## config.mk

```make
export PLATFORM = sky130hd
export DESIGN_NAME = dps_top
export DESIGN_NICKNAME = d
export VERILOG_FILES = /design/src/hdl/dps_top.v /design/src/hdl/dps_sync.v
export VERILOG_INCLUDE_DIRS = /design/src /design/src/hdl
export SDC_FILE = /design/constraint.sdc
export NUM_CORES = 1
export LEC_CHECK = 0
export ABC_AREA = 0
export BUFFER_PORTS_ARGS = -buffer_cell sky130_fd_sc_hd__buf_4
export CAP_MARGIN = 15
export CORE_ASPECT_RATIO = 0.75
export CORE_MARGIN = 3
export CORE_UTILIZATION = 55
export CTS_CLUSTER_SIZE = 24
export DETAILED_ROUTE_END_ITERATION = 7
export PLACE_DENSITY = 0.73
export RECOVER_POWER = 25
export REMOVE_ABC_BUFFERS = 1
export SYNTH_ARGS = -nofsm -noshare
export SYNTH_HDL_FRONTEND = slang
export SYNTH_SLANG_ARGS = --single-unit
export TNS_END_PERCENT = 5
```

## constraint.sdc

```tcl
create_clock -name clk -period 19.1 [get_ports clk]
set_clock_uncertainty 0.2 [all_clocks]
set_input_delay 0 -clock clk [delete_from_list [all_inputs] [get_ports clk]]
set_output_delay 0 -clock clk [all_outputs]
set_load 0.01 [all_outputs]
```

## src/hdl/dps_regs.vh

```
// How it works
// - two profiles, each with own settings
// - manual, automatic or triggered profile choice
// - auto mode: M first, N second, repeat
// - M and N programmable up to 256
// - single mode: one frame per trigger
// - burst: wait trigger, M then N frames
// - insert: stream first, trigger inserts N second
// - global shutter: reset all, expose, read
// - rolling shutter: staggered per-line reset
// - 12-bit or 10-bit conversion, 12 slower
// - minimum line time from taps and row length
// - programmed line time may exceed minimum
// - fixed frame period up to one second
// - one, two, four, eight, ten taps
// - eight, ten or twelve bit pixels
// - link pixel clock 85 MHz, grabber runs at 2.5 MHz
// - trigger on rising or falling edge
// - alternating modes use first profile line time
`ifndef DPS_REGS_VH
`define DPS_REGS_VH
// register byte offsets; profile block base is matched on paddr[7:5]
`define DPS_OFS_CTRL      8'h00
`define DPS_OFS_COUNTS    8'h04
`define DPS_OFS_ROWPIX    8'h08
`define DPS_OFS_LINES     8'h0C
`define DPS_OFS_STATUS    8'h10
`define DPS_PROF_BASE     3'h1
// profile word index within a profile block
`define DPS_PW_EXPO       2'd0
`define DPS_PW_PERIOD     2'd1
`define DPS_PW_LINE       2'd2
`define DPS_PW_MISC       2'd3
// control fields
`define DPS_C_RUN         0
`define DPS_C_AUTO        1
`define DPS_C_TRIG_EN     3
`define DPS_C_TMODE_LO    4
`define DPS_C_TMODE_HI    5
`define DPS_C_MSEL        6
`define DPS_C_GLOBAL      7
`define DPS_C_ADC12       8
`define DPS_C_FALL        9
`define DPS_C_FIXED       10
`define DPS_C_TAPS_LO     11
`define DPS_C_TAPS_HI     13
`define DPS_C_DEPTH_LO    14
`define DPS_C_DEPTH_HI    15
`define DPS_CTRL_W        16
// trigger modes
`define DPS_TM_SINGLE     2'd0
`define DPS_TM_BURST      2'd1
`define DPS_TM_INSERT     2'd2
// tap codes and depth codes
`define DPS_TAP1          3'd0
`define DPS_TAP2          3'd1
`define DPS_TAP4          3'd2
`define DPS_TAP8          3'd3
`define DPS_TAP10         3'd4
`define DPS_D8            2'd0
`define DPS_D10           2'd1
`define DPS_D12           2'd2
// reset values
`define DPS_RST_CTRL      16'h0000
`define DPS_RST_COUNTS    16'h0000
`define DPS_RST_ROWPIX    16'h0FA0
`define DPS_RST_LINES     12'h010
`define DPS_RST_PROF      32'h00000000
// timing
`define DPS_CLK_NS        50
`define DPS_US_NS         1000
`define DPS_US_CYC        ((`DPS_US_NS + `DPS_CLK_NS - 1) / `DPS_CLK_NS)
`define DPS_ADC10_US      9
`define DPS_ADC12_US      20
`define DPS_FRAME_MAX_US  1000000
`define DPS_PIX_MHZ       85
`endif

```

## src/hdl/dps_top.v

```verilog
`timescale 1ns/1ns
`include "dps_regs.vh"
// dual profile frame sequencer with apb register file
module dps_top
(
  input  wire        clk,
  input  wire        srst,
  input  wire        ce,
  input  wire        psel,
  input  wire        penable,
  input  wire        pwrite,
  input  wire [7:0]  paddr,
  input  wire [31:0] pwdata,
  output reg         pready,
  output reg  [31:0] prdata,
  output reg         pslverr,
  input  wire        trig_in,
  input  wire        lnk_clk,
  output reg         frame_valid,
  output reg         line_valid,
  output reg         frame_prof,
  output reg         glob_rst,
  output reg         row_rst_stb,
  output reg  [11:0] row_rst_idx,
  output reg         row_rd_stb,
  output reg  [11:0] row_rd_idx,
  output reg  [31:0] prof_misc,
  output wire        adc12,
  output wire        shutter_global,
  output wire [2:0]  taps_code,
  output wire [1:0]  depth_code
);

  localparam [3:0] ST_IDLE = 4'b0001;
  localparam [3:0] ST_EXP  = 4'b0010;
  localparam [3:0] ST_READ = 4'b0100;
  localparam [3:0] ST_PAD  = 4'b1000;

  reg  [15:0] ctrl_q;
  reg  [15:0] counts_q;
  reg  [15:0] rowpix_q;
  reg  [11:0] lines_q;
  reg  [31:0] prof_q [0:7];
  reg         rej_q;
  reg  [3:0]  st_q;
  reg         cur_prof_q;
  reg  [8:0]  seq_cnt_q;
  reg         phase_q;
  reg         burst_act_q;
  reg  [8:0]  ins_left_q;
  reg         trig_pend_q;
  reg  [4:0]  us_div_q;
  reg  [19:0] us_q;
  reg  [19:0] cur_expo_q;
  reg  [19:0] cur_per_q;
  reg  [15:0] cur_line_q;
  reg  [15:0] tick_q;
  reg  [9:0]  cyc_q;
  reg  [11:0] row_q;
  reg         line_open_q;

  wire [1:0]  in_lvl;
  wire [1:0]  in_rise;
  wire [1:0]  in_fall;
  wire [1:0]  pins = {lnk_clk, trig_in};

  // synchronise trigger pin and link clock pin
  genvar gi;
  generate
    for (gi = 0; gi < 2; gi = gi + 1)
    begin : g_sync
      dps_sync u_sync
      (
        .clk    (clk),
        .srst   (srst),
        .ce     (ce),
        .din    (pins[gi]),
        .lvl_q  (in_lvl[gi]),
        .rise_q (in_rise[gi]),
        .fall_q (in_fall[gi])
      );
    end
  endgenerate

  wire        trig_edge = ctrl_q[`DPS_C_FALL] ? in_fall[0] : in_rise[0];
  wire        lnk_tick  = in_rise[1];
  wire [1:0]  tmode     = ctrl_q[`DPS_C_TMODE_HI:`DPS_C_TMODE_LO];
  wire        trig_en   = ctrl_q[`DPS_C_TRIG_EN];
  wire        auto_en   = ctrl_q[`DPS_C_AUTO];
  wire [8:0]  m_cnt     = {1'b0, counts_q[7:0]};
  wire [8:0]  n_cnt     = {1'b0, counts_q[15:8]};

  assign adc12          = ctrl_q[`DPS_C_ADC12];
  assign shutter_global = ctrl_q[`DPS_C_GLOBAL];
  assign taps_code      = ctrl_q[`DPS_C_TAPS_HI:`DPS_C_TAPS_LO];
  assign depth_code     = ctrl_q[`DPS_C_DEPTH_HI:`DPS_C_DEPTH_LO];

  // legality of a proposed control word
  function cfg_ok;
    input [15:0] c;
    reg   [2:0]  t;
    reg   [1:0]  d;
    begin
      t = c[`DPS_C_TAPS_HI:`DPS_C_TAPS_LO];
      d = c[`DPS_C_DEPTH_HI:`DPS_C_DEPTH_LO];
      cfg_ok = (t <= `DPS_TAP10) && (d <= `DPS_D12)
               && !((t == `DPS_TAP8) && (d == `DPS_D12))
               && !((t == `DPS_TAP10) && (d != `DPS_D8));
    end
  endfunction

  // apb decode
  wire        acc      = psel && penable;
  wire        is_prof  = (paddr[7:5] == `DPS_PROF_BASE) && (paddr[1:0] == 2'b00);
  wire [2:0]  pidx     = {paddr[4], paddr[3:2]};
  wire        is_known = is_prof || (paddr == `DPS_OFS_CTRL) || (paddr == `DPS_OFS_COUNTS)
                         || (paddr == `DPS_OFS_ROWPIX) || (paddr == `DPS_OFS_LINES)
                         || (paddr == `DPS_OFS_STATUS);
  wire        bad_ctrl = pwrite && (paddr == `DPS_OFS_CTRL) && !cfg_ok(pwdata[15:0]);
  wire        wr_go    = acc && pready && pwrite;

  // read mux
  reg  [31:0] rd_d;
  always @*
  begin
    rd_d = 32'h00000000;
    if (is_prof)
      rd_d = prof_q[pidx];
    else
      case (paddr)
        `DPS_OFS_CTRL:   rd_d = {16'h0000, ctrl_q};
        `DPS_OFS_COUNTS: rd_d = {16'h0000, counts_q};
        `DPS_OFS_ROWPIX: rd_d = {16'h0000, rowpix_q};
        `DPS_OFS_LINES:  rd_d = {20'h00000, lines_q};
        `DPS_OFS_STATUS: rd_d = {8'h00, ins_left_q, 2'b00, seq_cnt_q[7:0],
                                 rej_q, trig_pend_q, burst_act_q, cur_prof_q, st_q[0] == 1'b0};
        default:         rd_d = 32'h00000000;
      endcase
  end

  // apb handshake, one wait state
  always @(posedge clk)
  begin
    if (srst)
    begin
      pready  <= 1'b0;
      prdata  <= 32'h00000000;
      pslverr <= 1'b0;
    end
    else if (ce)
    begin
      pready  <= acc && !pready;
      if (acc && !pready)
      begin
        prdata  <= pwrite ? 32'h00000000 : rd_d;
        pslverr <= !is_known || bad_ctrl;
      end
    end
  end

  // register writes; profile block holds both profiles' settings
  integer k;
  always @(posedge clk)
  begin
    if (srst)
    begin
      ctrl_q   <= `DPS_RST_CTRL;
      counts_q <= `DPS_RST_COUNTS;
      rowpix_q <= `DPS_RST_ROWPIX;
      lines_q  <= `DPS_RST_LINES;
      rej_q    <= 1'b0;
      for (k = 0; k < 8; k = k + 1)
        prof_q[k] <= `DPS_RST_PROF;
    end
    else if (ce && wr_go)
    begin
      if (is_prof)
        prof_q[pidx] <= pwdata;
      case (paddr)
        `DPS_OFS_CTRL:
        begin
          rej_q <= bad_ctrl;
          if (!bad_ctrl)
            ctrl_q <= pwdata[15:0];
        end
        `DPS_OFS_COUNTS: counts_q <= pwdata[15:0];
        `DPS_OFS_ROWPIX: rowpix_q <= pwdata[15:0];
        `DPS_OFS_LINES:  lines_q  <= pwdata[11:0];
        default:         rej_q    <= rej_q;
      endcase
    end
  end

  // choice of the next frame's profile, made only in idle
  reg         go;
  reg         nprof;
  reg         take;
  reg         nphase;
  reg  [8:0]  ncnt;
  reg         nburst;
  reg  [8:0]  nins;
  always @*
  begin
    go     = 1'b0;
    nprof  = ctrl_q[`DPS_C_MSEL];
    take   = 1'b0;
    nphase = phase_q;
    ncnt   = seq_cnt_q;
    nburst = burst_act_q;
    nins   = ins_left_q;
    if (!trig_en)
    begin
      go = 1'b1;
      if (auto_en)
        nprof = phase_q;
    end
    else
      case (tmode)
        `DPS_TM_SINGLE:
        begin
          go   = trig_pend_q;
          take = trig_pend_q;
        end
        `DPS_TM_BURST:
        begin
          nprof = burst_act_q ? phase_q : 1'b0;
          go    = burst_act_q || trig_pend_q;
          take  = !burst_act_q && trig_pend_q;
          if (take)
          begin
            nburst = 1'b1;
            nphase = 1'b0;
            ncnt   = 9'h000;
          end
        end
        `DPS_TM_INSERT:
        begin
          go = 1'b1;
          if (ins_left_q != 9'h000)
          begin
            nprof = 1'b1;
            nins  = ins_left_q - 9'h001;
          end
          else if (trig_pend_q)
          begin
            take  = 1'b1;
            nprof = 1'b1;
            nins  = n_cnt;
          end
          else
            nprof = 1'b0;
        end
        default: go = 1'b0;
      endcase
    // step the M/N counter for frames issued in the sequenced modes
    if ((!trig_en && auto_en) || (trig_en && (tmode == `DPS_TM_BURST) && (burst_act_q || take)))
    begin
      if (!nphase && (ncnt >= m_cnt))
      begin
        nphase = 1'b1;
        ncnt   = 9'h000;
      end
      else if (nphase && (ncnt >= n_cnt))
      begin
        nphase = 1'b0;
        ncnt   = 9'h000;
        nburst = 1'b0;
      end
      else
        ncnt = ncnt + 9'h001;
    end
  end

  // effective line time: chosen profile's, first profile's in alternating modes
  wire        alt    = (!trig_en && auto_en) || (trig_en && (tmode != `DPS_TM_SINGLE));
  wire        lprof  = alt ? 1'b0 : nprof;
  wire [15:0] prog_l = prof_q[{lprof, `DPS_PW_LINE}][15:0];
  reg  [15:0] min_l;
  always @*
  begin
    case (taps_code)
      `DPS_TAP1:  min_l = rowpix_q;
      `DPS_TAP2:  min_l = {1'b0, rowpix_q[15:1]};
      `DPS_TAP4:  min_l = {2'b00, rowpix_q[15:2]};
      `DPS_TAP8:  min_l = {3'b000, rowpix_q[15:3]};
      default:    min_l = rowpix_q / 16'd10;
    endcase
  end
  wire [15:0] eff_l  = (prog_l > min_l) ? prog_l : min_l;
  // timing counts at full width, cut on purpose where used
  localparam [31:0] FLOOR12 = `DPS_ADC12_US * `DPS_US_CYC;
  localparam [31:0] FLOOR10 = `DPS_ADC10_US * `DPS_US_CYC;
  localparam [31:0] US_LAST = `DPS_US_CYC - 1;
  localparam [31:0] FMAX    = `DPS_FRAME_MAX_US;
  wire [9:0]  floor_c = adc12 ? FLOOR12[9:0] : FLOOR10[9:0];
  wire        us_tick = (us_div_q == US_LAST[4:0]);
  wire        line_end = line_open_q && (tick_q >= cur_line_q) && (cyc_q >= floor_c);
  wire [11:0] rst_row  = row_q + cur_expo_q[11:0];

  // frame engine
  always @(posedge clk)
  begin
    if (srst)
    begin
      st_q        <= ST_IDLE;
      cur_prof_q  <= 1'b0;
      seq_cnt_q   <= 9'h000;
      phase_q     <= 1'b0;
      burst_act_q <= 1'b0;
      ins_left_q  <= 9'h000;
      trig_pend_q <= 1'b0;
      us_div_q    <= 5'h00;
      us_q        <= 20'h00000;
      cur_expo_q  <= 20'h00000;
      cur_per_q   <= 20'h00000;
      cur_line_q  <= 16'h0000;
      tick_q      <= 16'h0000;
      cyc_q       <= 10'h000;
      row_q       <= 12'h000;
      line_open_q <= 1'b0;
      frame_valid <= 1'b0;
      line_valid  <= 1'b0;
      frame_prof  <= 1'b0;
      glob_rst    <= 1'b0;
      row_rst_stb <= 1'b0;
      row_rst_idx <= 12'h000;
      row_rd_stb  <= 1'b0;
      row_rd_idx  <= 12'h000;
      prof_misc   <= 32'h00000000;
    end
    else if (ce)
    begin
      glob_rst    <= 1'b0;
      row_rst_stb <= 1'b0;
      row_rd_stb  <= 1'b0;
      // pending trigger: a new edge beats consumption
      trig_pend_q <= (trig_en && trig_edge) || (trig_pend_q && !take && trig_en) ||
                     (trig_en && trig_edge);
      if (!(st_q == ST_IDLE && ctrl_q[`DPS_C_RUN] && go))
        trig_pend_q <= (trig_en && trig_edge) || (trig_pend_q && trig_en);
      // microsecond timebase for exposure and frame period
      us_div_q <= us_tick ? 5'h00 : us_div_q + 5'h01;
      if (us_tick && (us_q != 20'hFFFFF))
        us_q <= us_q + 20'h00001;
      if (lnk_tick && (tick_q != 16'hFFFF))
        tick_q <= tick_q + 16'h0001;
      if (cyc_q != 10'h3FF)
        cyc_q <= cyc_q + 10'h001;
      case (st_q)
        ST_IDLE:
        begin
          frame_valid <= 1'b0;
          line_valid  <= 1'b0;
          if (ctrl_q[`DPS_C_RUN] && go)
          begin
            // settings latched here hold for the whole frame
            cur_prof_q  <= nprof;
            frame_prof  <= nprof;
            cur_expo_q  <= prof_q[{nprof, `DPS_PW_EXPO}][19:0];
            cur_per_q   <= prof_q[{nprof, `DPS_PW_PERIOD}][19:0];
            cur_line_q  <= eff_l;
            prof_misc   <= prof_q[{nprof, `DPS_PW_MISC}];
            phase_q     <= nphase;
            seq_cnt_q   <= ncnt;
            burst_act_q <= nburst;
            ins_left_q  <= nins;
            us_q        <= 20'h00000;
            us_div_q    <= 5'h00;
            row_q       <= 12'h000;
            line_open_q <= 1'b0;
            if (shutter_global)
            begin
              glob_rst <= 1'b1;
              st_q     <= ST_EXP;
            end
            else
              st_q <= ST_READ;
          end
        end
        ST_EXP:
          if (us_q >= cur_expo_q)
          begin
            st_q <= ST_READ;
          end
        ST_READ:
        begin
          frame_valid <= 1'b1;
          if (!line_open_q || line_end)
          begin
            if (line_open_q && (row_q == lines_q - 12'h001))
            begin
              line_valid  <= 1'b0;
              line_open_q <= 1'b0;
              st_q        <= ctrl_q[`DPS_C_FIXED] ? ST_PAD : ST_IDLE;
            end
            else
            begin
              // open next line and issue its strobes
              line_open_q <= 1'b1;
              line_valid  <= 1'b1;
              tick_q      <= 16'h0000;
              cyc_q       <= 10'h000;
              row_rd_stb  <= 1'b1;
              row_rd_idx  <= line_open_q ? row_q + 12'h001 : 12'h000;
              if (line_open_q)
                row_q <= row_q + 12'h001;
              if (!shutter_global && (rst_row < lines_q))
              begin
                row_rst_stb <= 1'b1;
                row_rst_idx <= line_open_q ? rst_row + 12'h001 : rst_row;
              end
            end
          end
        end
        ST_PAD:
        begin
          frame_valid <= 1'b0;
          if ((us_q >= cur_per_q) || (us_q >= FMAX[19:0]))
            st_q <= ST_IDLE;
        end
        default: st_q <= ST_IDLE;
      endcase
    end
  end

endmodule // dps_top

```

## src/hdl/dps_sync.v

```verilog
`timescale 1ns/1ns
// three-stage pin synchroniser with agreement filter and edge pulses
module dps_sync
(
  input  wire clk,
  input  wire srst,
  input  wire ce,
  input  wire din,
  output reg  lvl_q,
  output reg  rise_q,
  output reg  fall_q
);

  reg s1_q;
  reg s2_q;
  reg s3_q;

  // chain; first stage feeds only the second
  always @(posedge clk)
  begin
    if (srst)
    begin
      s1_q   <= 1'b0;
      s2_q   <= 1'b0;
      s3_q   <= 1'b0;
      lvl_q  <= 1'b0;
      rise_q <= 1'b0;
      fall_q <= 1'b0;
    end
    else if (ce)
    begin
      s1_q   <= din;
      s2_q   <= s1_q;
      s3_q   <= s2_q;
      rise_q <= (s2_q == s3_q) && s2_q && !lvl_q;
      fall_q <= (s2_q == s3_q) && !s2_q && lvl_q;
      if (s2_q == s3_q)
        lvl_q <= s2_q;
    end
  end

endmodule // dps_sync

```

==> results of run 1 <==
placed cells by master (no fill, tap or decap), drive strengths merged, types with 13 or more instances in the layout:
cell type    Yosys  layout
inv            124     126
edfxtp         256     256
mux2i          159     159
buf             46      75
nor2           346     346
and3            31      31
o21ai          103     103
ha             131     131
a211oi          93      93
a21o            51      51
nor3            46      46
dfxtp          313     313
mux4            74      74
o211ai          14      14
a21oi          215     215
a31oi           13      13
nor4            13      13
or2             19      19
clkinv           2      20
dlygate4sd3      0      51
xnor2           48      48
and2           266     266
clkbuf         190     181
xor2            52      52
nand2b          41      41
nand3           57      57
nor2b           22      22
nand3b          16      16
nand2          231     231
nand4           38      38
mux2            31      31
through the flow:
step                cell area (um2)  total power, mW  setup slack (ps)  hold slack [ps]
floorplan                     30500             1.37              7080             -131
global placement              32900             1.44             10760             35.5
detailed placement            33000             1.45             10350             52.2
CTS                           35400             2.63             10320             12.7
global route                  35000             2.69              9740             50.4
finish                        35000             2.62             10300             37.9
logic make-up (layout without fill, tap and decap cells):
logic type               count (synthesis)  after routing  synth area share (%)
AO/OA/AOI/OAI                          616            616                  12.8
XOR/XNOR                               100            100                  2.81
adder cells (fa/ha/maj)                133            133                  5.31
buffers and inverters                  362            467                  4.60
flip-flops                             569            569                  44.4
multiplexers                           264            264                  11.5
other                                    0              3                     0
AND/OR/NAND/NOR                       1160           1160                  18.6
state kept, by name, summed over array words and instances (netlist names), 20 cells and up:
name and count:
cur_expo_q 20, cur_per_q 20, prdata 32, prof_misc 32
prof_q 256, us_q 20
path summary, 6_finish.rpt:
kind                                                  from                           to  slack (ps)  cells after the start
worst max register to register   rowpix_q[13]$_SDFFE_PP0P_  cur_line_q[10]$_SDFFE_PP0P_       10300                     34
worst max-delay path             rowpix_q[13]$_SDFFE_PP0P_  cur_line_q[10]$_SDFFE_PP0P_       10300                     34
worst min-delay path                            pwdata[14]    rowpix_q[14]$_SDFFE_PP0P_          40                      4
worst min register to register  cur_line_q[7]$_SDFFE_PP0P_   cur_line_q[7]$_SDFFE_PP0P_         250                      2
area by class of cell:
class                   count  area share (%)
multi-input cells        2273            46.2
diodes                      3          0.0214
flip-flops and latches    569            39.8
clock buffers              69            4.19
inverters                 126            1.35
well taps                 731            2.61
clock inverters            34            1.38
repair buffers            238            4.40
cells in the mapped netlist (17+ instances only):
cell type,count,area [um2]
a211oi_1,92,691
clkbuf_1,190,713
xor2_1,52,455
mux2_2,31,349
xnor2_1,47,412
nor2b_1,20,125
and2_1,264,1650
nand3_1,57,285
mux4_2,74,1670
o21ai_0,100,500
nand2b_1,40,250
mux2i_1,159,1590
dfxtp_1,313,6270
and3_1,30,188
ha_1,131,1640
edfxtp_1,256,7690
buf_1,22,82.6
a21o_1,51,383
inv_1,123,462
a21oi_1,215,1080
nor2_1,345,1290
or2_2,17,106
nand4_1,38,238
nand2_1,231,867
nor3_1,43,215
layer usage:
layer | track usage (%) | wire length [um] | vias to the layer above
met3 | 6.72 | 10400 | 169
li1 | - | - | 11551
met2 | 47.4 | 41900 | 1334
met1 | 45.0 | 40100 | 12374
met4 | 9.60 | 2690 | 2
met5 | 0 | 13 | -
power breakdown:
group / internal, mW / switching, mW
sequential: 1.29 / 0.0102
clock: 0.697 / 0.497
combinational: 0.0481 / 0.0840
critical path: cells and delay by family, from the launching register on:
kind	cells	cell delay (ps)
simple gates	11	2740
compound gates	19	3880
flops	1	1010
fa+ha+maj	1	140
buf+inv	1	180
mux	2	470
==> metrics.md, run 1 <==
| Metric | Value |
|---|---|
| Register bit count reported by yosys | `569` |
| Sequential cell area fraction in the yosys report | `44.4%` |
| Final ANT Viol Nets | `0` |
| Largest net degree at the start of global routing | `96` |
| Max FO, Critical Path | `29` |
| RSZ-0062 raised after global routing | `no` |
| Main synth FF type | `dfxtp_1` |
| Netlist cell types | `100` |
| GRT Residual Overflow | `0` |
| CP required | `19390 ps` |
| Failing checks | `capacitance limit, slew limit` |
| Full die area | `60100 um2` |
| Number of CTS-inserted buffers | `55` |
| Post-layout min period | `8800 ps` |
| Multi-input logic area | `16200 um2` |
| IO Pins | `151` |
| Critical path launch point type | `flip-flop` |
| Actual slew at the worst max-slew pin | `4380 ps` |
| Area Overhead vs Synth | `11.4%` |
| Post-DP HPWL | `63600 um` |
| Hold Fails Final Rpt | `0` |
| Detailed-route wire length | `95100 um` |
| Nets | `3443` |
| Skew-Pair Late Insertion Delay | `630 ps` |
| Core area | `56200 um2` |
| Vias per cell | `6.29` |
| Final worst-path cycle share | `46.1%` |
| Pins Over Slew Limit | `376` |
| H-tree Lvls | `2` |
| Clock-pin slew on the worst setup and hold paths | `60 ps` |
| WL per Instance | `23.5 um` |
| Die width | `282 um` |
| Die span in y | `213 um` |
| Fmax | `0.114 GHz` |
| Global-route wire length before repair | `144000 um` |
| Post-synth ARST share | `0%` |
| Mean Syn Cell Area | `9.81 um2` |
| Post_cts resized | `0` |
| Worst stage delay on the critical path | `1010 ps` |
| GRT Total Usage | `31.2%` |
| Setup TNS | `0 ps` |
| Final core area utilization | `62.3%` |
| Clock root cell | `clkbuf_16` |
| Pwr per Cell Area | `74.9 nW/um2` |
| Worst VDD drop | `0.0000723 V` |
| Fillcell total | `4624` |
| Clock tree buffer depth | `3` |
| Max-cap viol count | `8` |
| Initial DRC count | `3138` |
| TritonCTS clock tree | `built` |
| Share of post-route cells with drive strength above 1 | `10.2%` |
| EDFF count, synth | `256` |
| Static Leak | `13.2 nW` |
| Critical path endpoint category | `flip-flop` |
| Via Count | `25.4k` |
| Synthesized instance count | `3204` |
| Vias in the first global route | `24.0k` |
| Slew margin rel. | `-192%` |
| IO buf count | `150` |
| DRC | `0` |
| Cell area after synthesis | `31400 um2` |
| Initial Utilization | `55.9%` |
| WP data arrival | `9090 ps` |
| # hold bufs at CTS | `51` |
| Outcome | `finished with violations` |
| Worst path slowest cell | `dfxtp_1` |
| Rows | `75` |
| Final setup vio count | `0` |
| DRT Pass-1 Iters | `6` |
| Min-delay worst type | `input pin to flip-flop` |
| Placed instance count | `3884` |
| Initial antenna violation count | `3` |
| Yosys Warn Count | `0` |
| Critical setup path kind | `flip-flop to flip-flop` |
| Clk sinks | `569` |
| FF/Latch Area | `14000 um2` |
| Setup bufs post-CTS | `0` |
| Cell Count, Final, Fillers Out | `4043` |
| GP Congestion | `0.954` |
No activity file was read; power rests on OpenSTA's default activity.
==> run 2, diff against run 1 <==
--- a/config.mk
+++ b/config.mk
@@ -14,7 +14,7 @@
 export CORE_UTILIZATION = 55
 export CTS_CLUSTER_SIZE = 24
 export DETAILED_ROUTE_END_ITERATION = 7
-export PLACE_DENSITY = 0.73
+export PLACE_DENSITY = 0.75
 export RECOVER_POWER = 25
 export REMOVE_ABC_BUFFERS = 1
 export SYNTH_ARGS = -nofsm -noshare
==> constraint.sdc (replaced) <==
create_clock -name clk -period 8 [get_ports clk]
set_clock_uncertainty 0.2 [all_clocks]
set_input_delay 0 -clock clk [delete_from_list [all_inputs] [get_ports clk]]
set_output_delay 0 -clock clk [all_outputs]
set_load 0.01 [all_outputs]
==> metrics.md, run 2 (synthesis gave the netlist of run 1 again) <==
| Metric | Value |
|---|---|
| Final ANT Viol Nets | `0` |
| Vias in the first global route | `24.5k` |
| Largest Register | `prof_q` |
| Worst VDD drop | `0.000149 V` |
| Clock root cell | `clkbuf_16` |
| Pre-CTS WS | `262 ps` |
| Final setup vio count | `0` |
| Post-DP HPWL | `64600 um` |
| Critical setup path kind | `flip-flop to flip-flop` |
| Via Count | `25.7k` |
| Die width | `282 um` |
| Largest net degree at the start of global routing | `86` |
| Full die area | `60100 um2` |
| Clock-pin slew on the worst setup and hold paths | `60 ps` |
| Largest regs | `prof_q x256, prdata x32, prof_misc x32` |
| Slew margin rel. | `-167%` |
| Worst r2r path cells | `35` |
| Placed instance count | `3898` |
| Clk sinks | `569` |
| Highest-count cells in the layout ignoring fill and taps | `nor2_1 (337), dfxtp_1 (309), and2_1 (262), edfxtp_1 (256), nand2_1 (231)` |
| Failing checks | `capacitance limit, slew limit` |
| Cell Area, Placed | `33100 um2` |
| Critical path endpoint category | `flip-flop` |
| Max FO, Critical Path | `25` |
| WP data arrival | `7930 ps` |
| Largest register FFs | `256` |
| Total power | `6.18 mW` |
| Initial DRC count | `2997` |
| Area Overhead vs Synth | `11.7%` |
| Vias per cell | `6.31` |
| Worst stage delay on the critical path | `480 ps` |
| Static Leak | `13.3 nW` |
| Worst setup path end | `cur_line_q[8]$_SDFFE_PP0P_` |
| Reg2Reg Capture Point | `cur_line_q[8]$_SDFFE_PP0P_` |
| Pwr per Cell Area | `176 nW/um2` |
| Max-cap viol count | `8` |
| Clock tree buffer depth | `3` |
| Actual slew at the worst max-slew pin | `4010 ps` |
| Commonest non-fill, non-tap cell in the layout | `nor2_1` |
| Rows | `75` |
| Final worst slack | `398 ps` |
| DRT Pass-1 Iters | `7` |
| Number of CTS-inserted buffers | `55` |
| Hold_ws | `49.0 ps` |
| TritonCTS clock tree | `built` |
| Pins Over Slew Limit | `246` |
| Die span in y | `213 um` |
| Core area | `56200 um2` |
| Final instance area | `35100 um2` |
| CP startpoint | `rowpix_q[15]$_SDFFE_PP0P_` |
| Skew-Pair Late Insertion Delay | `620 ps` |
| Global-route wire length before repair | `146000 um` |
| GRT Total Usage | `31.8%` |
| Reg2Reg Setup Slack | `400 ps` |
| Post-layout min period | `7600 ps` |
| R2r startpoint | `rowpix_q[15]$_SDFFE_PP0P_` |
| IO buf count | `150` |
| DRC | `0` |
| H-tree Lvls | `2` |
| Worst path slowest cell | `dfxtp_1` |
| Final core area utilization | `62.5%` |
| CP required | `8330 ps` |
| Final worst-path cycle share | `95.0%` |
| GP Congestion | `0.941` |
| Setup TNS | `0 ps` |
| Initial Utilization | `55.9%` |
| Share of post-route cells with drive strength above 1 | `11.1%` |
| Outcome | `finished with violations` |
| Min-delay worst type | `input pin to flip-flop` |
| Nets | `3465` |
| GRT Residual Overflow | `0` |
| IO Pins | `151` |
| Initial antenna violation count | `0` |
| Hold Fails Final Rpt | `0` |
| Fmax | `0.132 GHz` |
| Detailed-route wire length | `97100 um` |
| Cell Count, Final, Fillers Out | `4063` |
| Critical path launch point type | `flip-flop` |
| WL per Instance | `23.9 um` |
-- run 2: cell types whose count changed in the layout (fill, tap and decap cells not counted), moves of 4 or more --
| cell | previous run | this run |
|---|---|---|
| buf_4 | 72 | 90 |
| clkinv_1 | 10 | 6 |
| o21ai_4 | 4 | 0 |
| o21ai_0 | 96 | 100 |
| bufinv_16 | 11 | 7 |
| clkinv_2 | 8 | 14 |
| dfxtp_2 | 0 | 4 |
| clkbuf_8 | 4 | 8 |
| dfxtp_1 | 313 | 309 |
| and2_0 | 7 | 1 |
| dlygate4sd3_1 | 51 | 55 |
| and2_1 | 257 | 262 |
-- run 2: critical path: cells and delay by family (launching register included) --
family	cells	cell delay, ps
flip-flops	1	480
buffers and inverters	2	550
AO/OA/AOI/OAI	18	3470
AND/OR/NAND/NOR	14	2680
adder cells (fa/ha/maj)	1	130
-- run 2: area by class of cell --
type | instances | area [um2]
Fill cell | 4579 | 21100
Timing Repair Buffer | 260 | 1720
Sequential cell | 569 | 14000
Antenna cell | 2 | 5.00
Multi-Input combinational cell | 2273 | 16200
Clock buffer | 72 | 1520
Tap cell | 731 | 915
Clock inverter | 30 | 352
Inverter | 126 | 473
-- run 2: how the worst min path moves through the flow --
stage	startpoint	to	slack (ps)	depth (start not counted)
global route	pwdata[30]	prof_q[3][30]$_SDFFCE_PN0P_	60	3
CTS	pwdata[20]	prof_q[0][20]$_SDFFCE_PN0P_	30	3
floorplan	srst	counts_q[0]$_SDFFE_PP0P_	-130	1
detailed placement	trig_in	g_sync[0].u_sync.s1_q$_SDFFE_PP0P_	50	3
finish	pwdata[14]	rowpix_q[14]$_SDFFE_PP0P_	50	4
global placement	lnk_clk	g_sync[1].u_sync.s1_q$_SDFFE_PP0P_	40	3
-- run 2: metal layers --
layer	part of all wire [%]	global-route usage (%)	wire [um]	vias to the layer above
met3	11	8.07	10700	232
met5	0	0	0	-
li1	-	-	-	11592
met4	3.2	9.58	3070	0
met1	42	44.4	40300	12502
met2	44	49.3	43000	1326
-- run 2: what timing repair did --
item                                    4_1_cts  5_1_grt
buffers inserted                              0        5
endpoints found under the setup margin        0       16
gates resized for setup                       0       13
hold endpoints to repair                    418        0
hold buffers                                 55        0
-- run 2: power breakdown --
group | internal, mW | switching, mW
registers | 3.08 | 0.0239
clock network | 1.57 | 1.20
logic | 0.116 | 0.202
total | 4.76 | 1.42
